[config.mk]
export PLATFORM = sky130hd
export DESIGN_NAME = comparator_event_control
export DESIGN_NICKNAME = d
export VERILOG_FILES = /design/src/rtl/cmp_event_pkg.sv /design/src/rtl/comparator_event_control.sv
export SDC_FILE = /design/constraint.sdc
export NUM_CORES = 1
export LEC_CHECK = 0
export BUFFER_PORTS_ARGS = -buffer_cell sky130_fd_sc_hd__buf_2
export CORE_MARGIN = 5
export CORE_UTILIZATION = 54
export CTS_CLUSTER_SIZE = 25
export DETAILED_ROUTE_END_ITERATION = 8
export PLACE_DENSITY = 0.92
export SYNTH_ARGS = -nofsm -noshare
export SYNTH_HDL_FRONTEND = slang
export SYNTH_SLANG_ARGS = --single-unit
[constraint.sdc]
create_clock -name pclk -period 4.66 [get_ports pclk]
set_input_delay 0.932 -clock pclk [delete_from_list [all_inputs] [get_ports pclk]]
set_output_delay 0.932 -clock pclk [all_outputs]
set_load 0.005 [all_outputs]
[src/rtl/cmp_event_pkg.sv]
package cmp_event_pkg;
  // Register indices; byte address is four times the index
  localparam logic [7:0] REF_CTRL_IDX = 8'hAF;
  localparam logic [7:0] B_CTRL_IDX = 8'h9F;
  localparam logic [7:0] A_CTRL_IDX = 8'h97;
  localparam logic [7:0] IRQ_STAT_IDX = 8'hC0;
  localparam logic [7:0] IRQ_MASK_IDX = 8'hC1;
  // Reset values
  localparam logic [7:0] REF_CTRL_RST = 8'h00;
  localparam logic [7:0] B_CTRL_RST = 8'hC0;
  localparam logic [7:0] A_CTRL_RST = 8'h00;
  localparam logic [7:0] IRQ_MASK_RST = 8'h00;
  // Field positions in the comparator B control/status register
  localparam int B_POS_LSB = 6;
  localparam int B_CONN_BIT = 5;
  localparam int B_FLAG_BIT = 4;
  localparam int B_EN_BIT = 3;
  localparam int B_MODE_LSB = 0;
  // Field positions in the comparator A control register
  localparam int A_CONN_BIT = 5;
  // Field positions in the reference control register
  localparam int B_CLK_LSB = 6;
  localparam int B_NEG_LSB = 4;
  localparam int A_CLK_LSB = 2;
  localparam int A_NEG_LSB = 0;
  // Interrupt status bit of the comparator B event
  localparam int IRQ_B_BIT = 0;
  // Interrupt mode codes
  localparam logic [2:0] MODE_LOW = 3'h0;
  localparam logic [2:0] MODE_RISE = 3'h1;
  localparam logic [2:0] MODE_DB_TOG = 3'h2;
  localparam logic [2:0] MODE_DB_RISE = 3'h3;
  localparam logic [2:0] MODE_FALL = 3'h4;
  localparam logic [2:0] MODE_TOG = 3'h5;
  localparam logic [2:0] MODE_DB_FALL = 3'h6;
  localparam logic [2:0] MODE_HIGH = 3'h7;
  // Sampling clock codes
  localparam logic [1:0] CLK_SYS = 2'h0;
  localparam logic [1:0] CLK_T0 = 2'h1;
  localparam logic [1:0] CLK_T1 = 2'h2;
  localparam logic [1:0] CLK_T2 = 2'h3;
  // Negative input codes
  localparam logic [1:0] NEG_PIN = 2'h0;
  localparam logic [1:0] NEG_REF_LO = 2'h1;
  localparam logic [1:0] NEG_REF = 2'h2;
  localparam logic [1:0] NEG_REF_HI = 2'h3;

  typedef struct packed {
    logic psel;
    logic penable;
    logic pwrite;
    logic [11:0] paddr;
    logic [31:0] pwdata;
  } apb_req_t;

  typedef struct packed {
    logic [31:0] prdata;
    logic pready;
    logic pslverr;
  } apb_rsp_t;

  typedef struct packed {
    logic t0;
    logic t1;
    logic t2;
  } timer_ovf_t;

  typedef struct packed {
    logic [1:0] b_pos_sel;
    logic [1:0] b_neg_sel;
    logic [1:0] a_neg_sel;
    logic b_connect;
    logic a_connect;
    logic [3:0] pin_dig_off;
    logic [3:0] pin_input_only;
  } analog_ctl_t;

  typedef struct packed {
    logic [7:0] ref_ctrl;
    logic [7:0] b_ctrl;
    logic [7:0] a_ctrl;
    logic [7:0] irq_stat;
    logic [7:0] irq_mask;
    logic [31:0] rdata;
    logic [7:0] rd_stat;
    logic b_out;
    logic b_smp;
    logic db_raw;
    logic db_val;
    logic a_smp;
    logic irq;
  } state_t;
endpackage

[src/rtl/comparator_event_control.sv]
`timescale 1ns/1ps
`default_nettype none

// How it works
// - Disabled: output low, no new flags
// - Enabled: pins analog, input-only, digital off
// - Three-bit mode picks flag condition
// - Debounced modes sample on Timer 1
// - Per-comparator sampling clock select fields
// - B negative input from four sources
// - A negative input from four sources
// - Reference control resets to zero
// - Flag sticky until software clears
// - Connect bit joins pins to comparator
module comparator_event_control (
  input wire logic pclk, // System clock
  input wire logic presetn, // Async reset, active low
  input wire cmp_event_pkg::apb_req_t apb_req, // APB request
  output cmp_event_pkg::apb_rsp_t apb_rsp, // APB answer
  input wire cmp_event_pkg::timer_ovf_t ovf, // Timer overflow pulses
  input wire logic comp_b_in, // Raw comparator B output
  input wire logic comp_a_in, // Raw comparator A output
  output logic comp_b_out, // Gated comparator B output
  output logic comp_a_sampled, // Comparator A on its tick
  output cmp_event_pkg::analog_ctl_t analog_ctl, // Analog steering
  output logic comparator_b_flag, // Sticky event flag
  output logic irq // Level interrupt
);
  import cmp_event_pkg::*;

  state_t st;
  state_t nxt;
  // Bus decode
  logic setup;
  logic access;
  logic hit;
  // One select line per mapped register
  logic hit_ref;
  logic hit_b;
  logic hit_a;
  logic hit_stat;
  logic hit_mask;
  // Read and write strobes of the access phase
  logic wr_acc;
  logic rd_acc;
  logic [7:0] idx;
  // Comparator B event path
  logic en;
  logic [2:0] mode;
  logic gated;
  logic b_tick;
  logic a_tick;
  logic rise;
  logic fall;
  logic db_ok;
  logic db_rise;
  logic db_fall;
  logic cond;
  logic ev;
  logic [7:0] wbyte;

  // Sampling tick for a clock-select code
  function automatic logic sel_tick(input logic [1:0] sel, input timer_ovf_t o);
    logic t;
    case (sel)
      CLK_SYS: begin
        t = 1'b1;
      end
      CLK_T0: begin
        t = o.t0;
      end
      CLK_T1: begin
        t = o.t1;
      end
      CLK_T2: begin
        t = o.t2;
      end
      default: begin
        t = 1'b0;
      end
    endcase
    return t;
  endfunction

  // Word-aligned address to register index; upper bits must be zero
  function automatic logic addr_ok(input logic [11:0] a, input logic [7:0] i);
    logic [11:0] want;
    want = {2'b00, i, 2'b00};
    return a == want;
  endfunction

  // Read value of one register index
  function automatic logic [7:0] reg_read(input state_t s, input logic [7:0] i);
    logic [7:0] v;
    v = 8'h00;
    case (i)
      REF_CTRL_IDX: begin
        v = s.ref_ctrl;
      end
      B_CTRL_IDX: begin
        v = s.b_ctrl;
      end
      A_CTRL_IDX: begin
        v = s.a_ctrl;
      end
      IRQ_STAT_IDX: begin
        v = s.irq_stat;
      end
      IRQ_MASK_IDX: begin
        v = s.irq_mask;
      end
      default: begin
        v = 8'h00;
      end
    endcase
    return v;
  endfunction

  // APB decode; the slave never stretches a transfer
  always_comb begin
    setup = apb_req.psel & ~apb_req.penable;
    access = apb_req.psel & apb_req.penable;
    idx = apb_req.paddr[9:2];
    hit_ref = addr_ok(apb_req.paddr, REF_CTRL_IDX);
    hit_b = addr_ok(apb_req.paddr, B_CTRL_IDX);
    hit_a = addr_ok(apb_req.paddr, A_CTRL_IDX);
    hit_stat = addr_ok(apb_req.paddr, IRQ_STAT_IDX);
    hit_mask = addr_ok(apb_req.paddr, IRQ_MASK_IDX);
    // Anything else in the window is refused with an error
    hit = hit_ref | hit_b | hit_a | hit_stat | hit_mask;
    wr_acc = access & hit & apb_req.pwrite;
    rd_acc = access & ~apb_req.pwrite;
    wbyte = apb_req.pwdata[7:0];
  end

  // Event detection for comparator B
  always_comb begin
    en = st.b_ctrl[B_EN_BIT];
    mode = st.b_ctrl[B_MODE_LSB +: 3];
    gated = en & comp_b_in;
    b_tick = sel_tick(st.ref_ctrl[B_CLK_LSB +: 2], ovf);
    a_tick = sel_tick(st.ref_ctrl[A_CLK_LSB +: 2], ovf);
    // Edges compare against the level seen at the previous tick
    rise = b_tick & gated & ~st.b_smp;
    fall = b_tick & ~gated & st.b_smp;
    // Two Timer 1 samples must agree before the settled level moves
    db_ok = ovf.t1 & (gated == st.db_raw);
    db_rise = db_ok & gated & ~st.db_val;
    db_fall = db_ok & ~gated & st.db_val;
    // Level modes fire on every tick while the level holds
    case (mode)
      MODE_LOW: begin
        cond = b_tick & ~gated;
      end
      MODE_RISE: begin
        cond = rise;
      end
      MODE_DB_TOG: begin
        cond = db_rise | db_fall;
      end
      MODE_DB_RISE: begin
        cond = db_rise;
      end
      MODE_FALL: begin
        cond = fall;
      end
      MODE_TOG: begin
        cond = rise | fall;
      end
      MODE_DB_FALL: begin
        cond = db_fall;
      end
      MODE_HIGH: begin
        cond = b_tick & gated;
      end
      default: begin
        cond = 1'b0;
      end
    endcase
    // A disabled comparator sets no flag even if stale samples would edge
    ev = en & cond;
  end

  // Next state: sampling, flag, interrupt and register writes
  always_comb begin
    nxt = st;
    // Gated output is registered so it never glitches on enable writes
    nxt.b_out = gated;
    // Edge reference, taken on the selected sampling tick
    if (b_tick) begin
      nxt.b_smp = gated;
    end
    // Debounce always paces on Timer 1, whatever the clock select says
    if (ovf.t1) begin
      nxt.db_raw = gated;
    end
    if (db_ok) begin
      nxt.db_val = gated;
    end
    // Comparator A is only sampled; its events live elsewhere
    if (a_tick) begin
      nxt.a_smp = comp_a_in;
    end
    // Setup phase: capture read data so prdata comes from a flop
    if (setup) begin
      nxt.rdata = {24'h000000, reg_read(st, idx)};
      nxt.rd_stat = 8'h00;
      if (hit_stat) begin
        nxt.rd_stat = st.irq_stat;
      end
    end
    // Only mapped words take a write; the low byte carries the value
    if (wr_acc) begin
      if (hit_ref) begin
        // Selects move at once; keeping connect low meanwhile is software's job
        nxt.ref_ctrl = wbyte;
      end
      if (hit_b) begin
        // Writing one to the flag sets it, zero clears it
        nxt.b_ctrl = wbyte;
      end
      if (hit_a) begin
        // Only the connect bit of comparator A lives here
        nxt.a_ctrl = {2'b00, wbyte[A_CONN_BIT], 5'b00000};
      end
      if (hit_mask) begin
        nxt.irq_mask = {7'b0000000, wbyte[IRQ_B_BIT]};
      end
    end
    // Read clears only bits the reader actually saw at setup
    if (rd_acc) begin
      nxt.irq_stat = st.irq_stat & ~st.rd_stat;
    end
    // Hardware set wins over a software clear in the same cycle
    if (ev) begin
      nxt.b_ctrl[B_FLAG_BIT] = 1'b1;
      nxt.irq_stat[IRQ_B_BIT] = 1'b1;
    end
    nxt.irq = |(nxt.irq_stat & nxt.irq_mask);
  end

  // State register
  always_ff @(posedge pclk or negedge presetn) begin
    if (!presetn) begin
      // Software-visible registers
      st.ref_ctrl <= REF_CTRL_RST;
      st.b_ctrl <= B_CTRL_RST;
      st.a_ctrl <= A_CTRL_RST;
      st.irq_stat <= 8'h00;
      st.irq_mask <= IRQ_MASK_RST;
      // Bus read path
      st.rdata <= 32'h00000000;
      st.rd_stat <= 8'h00;
      // Sampling history; cleared so no edge is seen right after reset
      st.b_out <= 1'b0;
      st.b_smp <= 1'b0;
      st.db_raw <= 1'b0;
      st.db_val <= 1'b0;
      st.a_smp <= 1'b0;
      st.irq <= 1'b0;
    end else begin
      st <= nxt;
    end
  end

  // Bus answer; zero-wait APB, error on unmapped words
  always_comb begin
    apb_rsp.prdata = st.rdata;
    apb_rsp.pready = 1'b1;
    apb_rsp.pslverr = access & ~hit;
  end

  // Comparator and interrupt outputs, all straight from flops
  always_comb begin
    comp_b_out = st.b_out;
    comp_a_sampled = st.a_smp;
    comparator_b_flag = st.b_ctrl[B_FLAG_BIT];
    irq = st.irq;
  end

  // Pin steering follows enable and connect bits directly
  always_comb begin
    // Positive select is not guarded; software must drop connect first
    analog_ctl.b_pos_sel = st.b_ctrl[B_POS_LSB +: 2];
    analog_ctl.b_neg_sel = st.ref_ctrl[B_NEG_LSB +: 2];
    analog_ctl.a_neg_sel = st.ref_ctrl[A_NEG_LSB +: 2];
    analog_ctl.b_connect = st.b_ctrl[B_CONN_BIT];
    analog_ctl.a_connect = st.a_ctrl[A_CONN_BIT];
    analog_ctl.pin_dig_off = {4{st.b_ctrl[B_EN_BIT]}};
    analog_ctl.pin_input_only = {4{st.b_ctrl[B_EN_BIT]}};
  end
endmodule

`default_nettype wire

==> results of run 1 <==
[per-layer routing]
metal	up-vias	global-route usage	wire, µm
met5	-	0	0
met4	0	0.07194	140
met3	15	0.04122	439
met2	78	0.3027	3235
met1	1010	0.2341	2533
li1	935	-	-
[state kept, by name, summed over array words and instances, names as in the netlist]
name               count
analog_ctl             9
apb_rsp                8
comp_a_sampled         1
comp_b_out             1
comparator_b_flag      1
irq                    1
mode                   3
st                    31
[power breakdown]
group          internal, mW  switching [mW]  total, mW
clock                 0.174           0.157      0.331
combinational        0.0174          0.0372     0.0547
sequential            0.478        0.000709      0.479
[logic make-up (layout without fill, tap and decap cells)]
kind of cell	count (synthesis)	in the layout	share of synthesized area
mux	31	31	0.1121
buf+inv	56	68	0.1351
compound gates	57	57	0.1423
simple gates	59	59	0.1469
flops	55	55	0.4611
other cells	2	25	0.002511
[final timing paths]
| kind | end | slack (ns) | depth (start not counted) |
|---|---|---|---|
| max reg2reg | irq | 3.03 | 5 |
| max | apb_rsp[0] | 1.17 | 7 |
| min reg2reg | st[58] | 0.47 | 1 |
| max in group asynchronous | st[8] | 3.49 | 2 |
| min | st[58] | 0.47 | 1 |
| min in group asynchronous | comp_b_out | 0.72 | 2 |
[cells in the final DEF (no fill, tap or decap), drive strengths merged, types with 2 or more instances in the layout]
cell     n
a22oi    9
nor4     3
and4     2
a22o    16
mux2    20
nand3b   2
nor3     3
nor2b    7
nand2    9
a21oi    6
nand4b   3
nand2b   2
clkbuf   6
dfrtp   53
conb    25
a21boi   6
buf     60
o221ai   2
nand3    4
and2     7
nor2     7
nor3b    2
dfstp    2
o21ai   12
mux2i   11
[worst max-delay path, delay by kind of cell]
kind,cells,cell delay (ns)
compound gates,1,0.10
simple gates,4,1.09
buf+inv,2,0.44
[cell type report]
| cell class | instances | area, µm² | area share |
|---|---|---|---|
| Sequential cell | 55 | 1379 | 0.4328 |
| Multi-Input combinational cell | 172 | 1294 | 0.4061 |
| Timing Repair Buffer | 60 | 305.3 | 0.09584 |
| Tap cell | 72 | 90.09 | 0.02828 |
| Clock buffer | 6 | 82.58 | 0.02592 |
| Clock inverter | 2 | 35.03 | 0.01100 |
[metrics by stage]
stage	hold WS, ns	area [µm²]
3_3_place_gp	0.4634	3068
2_1_floorplan	0.4339	3077
5_1_grt	0.5098	3186
4_1_cts	0.4688	3186
3_5_place_dp	0.4566	3068
6_report	0.4689	3186
==> results.py, run 1 <==
metrics = {
    "route": {
        "antenna_left": 0,
        "wl_um": 6348,
        "drcViolationCount": 0,
        "vias": 2038,
        "vias_per_cell": 5.553,
        "drt_iter0_drc": 131,
        "wl_per_cell_um": 17.30,
        "dr.pass1.iters": 4,
    },
    "placement": {
        "dp_cells": 359,
        "dpl_worst_slack_ns": 1.204,
        "port_buffers": 58,
        "finalWeightedCongestion": 0.8369,
        "place_hpwl_um": 4725,
    },
    "sta": {
        "hold_viol": 0,
        "worstMarginPinSlew_ns": 0.7716,
        "fin_setup_tns_ns": 0,
        "layout_setup_ws_ns": 1.170,
        "report.final.slew_viol_count": 0,
        "finalCritPeriodShare": 0.7490,
        "fmax_mhz": 286.5,
        "skew_ns": 0.01055,
        "min_period_ns": 3.490,
        "relSlewSlack": 0.4856,
        "rsz0062_at_grt": "no",
        "setup_viol": 0,
    },
    "clock_tree": {
        "cts.sinks": 55,
        "cts_resized": 0,
        "post_cts_buffers": 0,
        "root_buffer": "clkbuf_8",
        "clk_pin_slew_ns": 0.09,
        "clk_latency_ns": 0.32,
        "cts-buffers-inserted": 5,
        "clk_path_buf_depth": 2,
        "cts_tree": "done",
        "htreeDepth": 2,
        "cts_hold_buf": 0,
    },
    "critical_path": {
        "crit_top_cell": "buf_2",
        "crit_chain": "buf_2, nand4_4, or4b_4, nand2_1, o21ai_0, and3_1, buf_2",
        "reg2reg_from": "st[85]",
        "crit_fanout": 11,
        "worstPathArrival_ns": 2.56,
        "startpoint_type": "primary input",
        "required_ns": 3.73,
        "critPathLaunch": "apb_req[34]",
        "max_stage_delay_ns": 0.56,
        "crit_type": "primary input to output port",
        "cpMaxStageDelayCell": "or4b_4",
        "end_kind": "output port",
    },
    "logic_synthesis": {
        "netlist_top_cells_count": "dfrtp_1 (53), buf_4 (49), mux2_2 (19)",
        "ys_types": 50,
        "synth_edf_count": 0,
        "avgSynthCellArea_um2": 11.50,
        "synth.top_cell.area_share": 0.4435,
        "netlist_area_mm2": 0.002990,
        "synth_area_leaders": "dfrtp_1 (44%), buf_4 (12%), mux2_2 (7.2%)",
        "synth_top_cell_by_area": "dfrtp_1",
        "ys.flop_type": "dfrtp_1",
        "syn-instance-count": 260,
        "yosys_warnings": 0,
        "yosysSeqAreaShare": 0.4611,
        "ys_ff_latch": 55,
        "yosysMostFrequentCell": "dfrtp_1",
        "postSynth.asyncResetShare": 1.000,
    },
    "die": {
        "initial_core_util": 0.5498,
        "coreArea_mm2": 0.005439,
        "die_w_um": 84.42,
        "die_y_um": 84.42,
        "dieArea_mm2": 0.007126,
        "rows": 27,
        "io_pins": 108,
    },
    "layout": {
        "fillerInstances": 465,
        "drive_above_1_share": 0.3729,
        "fin_util": 0.5857,
        "n_antenna_cell": 0,
        "instances_no_fill": 367,
        "syn2layout_area_growth_pct": 6.527,
        "final_nets": 348,
    },
    "global_routing": {
        "antenna_found_initial": 0,
        "overflow": 0,
        "grt_start_max_net_pins": 56,
        "gr-usage-all-layers": 0.1831,
        "grt_pass1_wl_um": 10440,
        "grt_pass1_vias": 2075,
    },
    "pwr": {
        "p_per_area_mw_per_mm2": 271.2,
        "ir_drop_mv": 0.2444,
        "p_leak_nw": 1.618,
        "p_total_mw": 0.8639,
    },
    "hold_path": {
        "hold_path.class": "flop to flop",
        "hold_start": "st[10]",
    },
    "run": {
        "max_cap_viol_count": 0,
    },
    "status": {
        "outcome": "finished, final reports clean",
    },
}
Note: power is estimated with default switching activity, not from simulation.
==> inputs of run 2 (changes only) <==
--- a/config.mk
+++ b/config.mk
@@ -7,10 +7,10 @@
 export LEC_CHECK = 0
 export BUFFER_PORTS_ARGS = -buffer_cell sky130_fd_sc_hd__buf_2
 export CORE_MARGIN = 5
-export CORE_UTILIZATION = 54
+export CORE_UTILIZATION = 50
 export CTS_CLUSTER_SIZE = 25
 export DETAILED_ROUTE_END_ITERATION = 8
-export PLACE_DENSITY = 0.92
+export PLACE_DENSITY = 0.86
 export SYNTH_ARGS = -nofsm -noshare
 export SYNTH_HDL_FRONTEND = slang
 export SYNTH_SLANG_ARGS = --single-unit
==> constraint.sdc (replaced) <==
create_clock -name pclk -period 3.61 [get_ports pclk]
set_input_delay 0.722 -clock pclk [delete_from_list [all_inputs] [get_ports pclk]]
set_output_delay 0.722 -clock pclk [all_outputs]
set_load 0.005 [all_outputs]
==> results.py, run 2 (synthesis results as in run 1) <==
metrics = {
    "critical_path": {
        "r2r_cells": 5,
        "cpMaxStageDelayCell": "or4b_4",
        "worstPathArrival_ns": 2.30,
        "crit_top_cell": "buf_2",
        "crit_fanout": 11,
        "reg2reg_from": "analog_ctl[0]",
        "crit_type": "primary input to output port",
        "crit_chain": "buf_2, nand4_4, or4b_4, nand2_1, o21ai_0, and3_1, buf_2",
        "r2r-end": "irq",
        "end_kind": "output port",
        "required_ns": 2.89,
        "cp_top_family": "simple AND/OR/NAND/NOR gates",
        "r2r_slack_ns": 1.93,
        "startpoint_type": "primary input",
        "worstPathBufferInverterCount": 2,
        "max_stage_delay_ns": 0.55,
    },
    "hold_path": {
        "holdPathEnd": "st[58]",
        "hold_start": "st[10]",
        "hold_path.class": "flop to flop",
        "hold_depth": 1,
    },
    "pwr": {
        "internal_power_mw": 0.7903,
        "ir_drop_mv": 0.2081,
        "power_frac_seq": 0.599,
        "p_sw_mw": 0.2405,
        "swShare": 0.2333,
        "p_total_mw": 1.031,
        "p_per_area_mw_per_mm2": 326.3,
        "p_leak_nw": 1.604,
        "power_frac_comb": 0.068,
        "clockPowerShare": 0.332,
    },
    "layout": {
        "regMostFlops": "st",
        "fillerInstances": 505,
        "multi_input_area_mm2": 0.001294,
        "largest_reg_flops": 31,
        "fin_util": 0.5400,
        "drive_above_1_share": 0.3707,
        "layout_commonest_cell": "buf_2",
        "layout_common_cells": "buf_2 (58), dfrtp_1 (53), conb_1 (25), mux2_2 (19), o21ai_0 (12)",
        "final_nets": 348,
        "syn2layout_area_growth_pct": 5.649,
        "n_antenna_cell": 0,
        "seqCellArea_mm2": 0.001379,
    },
    "die": {
        "die_w_um": 87.34,
        "dieArea_mm2": 0.007627,
        "rows": 28,
        "initial_core_util": 0.5111,
        "io_pins": 108,
        "coreArea_mm2": 0.005851,
        "die_y_um": 87.34,
    },
    "route": {
        "wl_um": 6032,
        "drt_iter0_drc": 123,
        "vias": 2006,
        "wl_per_cell_um": 16.35,
        "antenna_left": 0,
        "dr.pass1.iters": 4,
        "vias_per_cell": 5.436,
        "drcViolationCount": 0,
    },
    "sta": {
        "fin_hold_ws_ns": 0.4854,
        "setup_viol": 0,
        "rsz0062_at_grt": "no",
        "finalCritPeriodShare": 0.8359,
        "fin_setup_tns_ns": 0,
        "hold_viol": 0,
        "min_period_ns": 3.018,
        "report.final.slew_viol_count": 0,
        "worstMarginPinSlew_ns": 0.8300,
        "skew_ns": 0.004031,
        "relSlewSlack": 0.4467,
        "fmax_mhz": 331.4,
    },
    "clock_tree": {
        "htreeDepth": 2,
        "root_buffer": "clkbuf_8",
        "cts_tree": "done",
        "cts_hold_buf": 0,
        "cts_resized": 0,
        "post_cts_buffers": 0,
        "clk_latency_ns": 0.31,
        "cts.sinks": 55,
        "clk_path_buf_depth": 2,
        "clk_pin_slew_ns": 0.09,
        "cts-buffers-inserted": 5,
    },
    "run": {
        "max_cap_viol_count": 0,
    },
    "placement": {
        "place_hpwl_um": 4516,
        "port_buffers": 58,
        "finalWeightedCongestion": 0.8704,
    },
    "global_routing": {
        "grt_pass1_wl_um": 10050,
        "grt_start_max_net_pins": 38,
        "overflow": 0,
        "grt_pass1_vias": 2097,
        "antenna_found_initial": 0,
        "gr-usage-all-layers": 0.1684,
    },
    "status": {
        "outcome": "finished, final reports clean",
    },
}
run 2: changes by cell type in the layout (fill, tap and decap cells not counted), sizes merged:
cell / change
bufinv: -1
run 2: worst max path at each step:
stage	startpoint	endpoint	slack [ns]	depth (start not counted)
after CTS	apb_req[34]	apb_rsp[0]	0.59	7
final	apb_req[34]	apb_rsp[0]	0.59	7
after floorplan	apb_req[34]	apb_rsp[0]	1.01	6
after detailed placement	apb_req[34]	apb_rsp[0]	0.59	7
after global routing	apb_req[34]	apb_rsp[0]	0.49	7
after global placement	apb_req[34]	apb_rsp[0]	0.61	7
run 2: cell type report:
| class | instances | area share |
|---|---|---|
| multi-input cells | 172 | 0.4095 |
| repair buffers | 60 | 0.09663 |
| flip-flops and latches | 55 | 0.4364 |
| clock inverters | 1 | 0.001584 |
| clock buffers | 6 | 0.02614 |
| well taps | 75 | 0.02970 |
run 2: worst register-to-register path, stage by stage, from the launching register on:
cell and delay, ns:
dfrtp_1 0.56, and2_1 0.29, a21oi_1 0.11, o21ai_0 0.22, o221ai_1 0.18, a22oi_1 0.23
run 2: metal layers:
| layer | track usage | routed length, µm | share of wire | vias up |
|---|---|---|---|---|
| li1 | - | - | - | 940 |
| met1 | 0.2188 | 2599 | 0.43 | 983 |
| met2 | 0.2705 | 2932 | 0.49 | 69 |
| met3 | 0.04447 | 373 | 0.062 | 14 |
| met4 | 0.05997 | 127 | 0.021 | 0 |
| met5 | 0 | 0 | 0 | - |
run 2: power groups by stage:
stage	clock, mW	sequential (mW)	combinational (mW)
floorplan	0	0.630	0.0474
global placement	0	0.630	0.0682
detailed placement	0	0.630	0.0700
CTS	0.351	0.618	0.0702
global route	0.382	0.618	0.0799
finish	0.343	0.618	0.0706
run 2: per-stage QoR:
stage | setup slack (ns) | std cells | cell area, µm²
after global placement | 0.6059 | 362 | 3072
after floorplan | 1.011 | 283 | 3077
after global routing | 0.4938 | 369 | 3159
after CTS | 0.5896 | 369 | 3159
final | 0.5924 | 369 | 3159
after detailed placement | 0.5889 | 362 | 3072
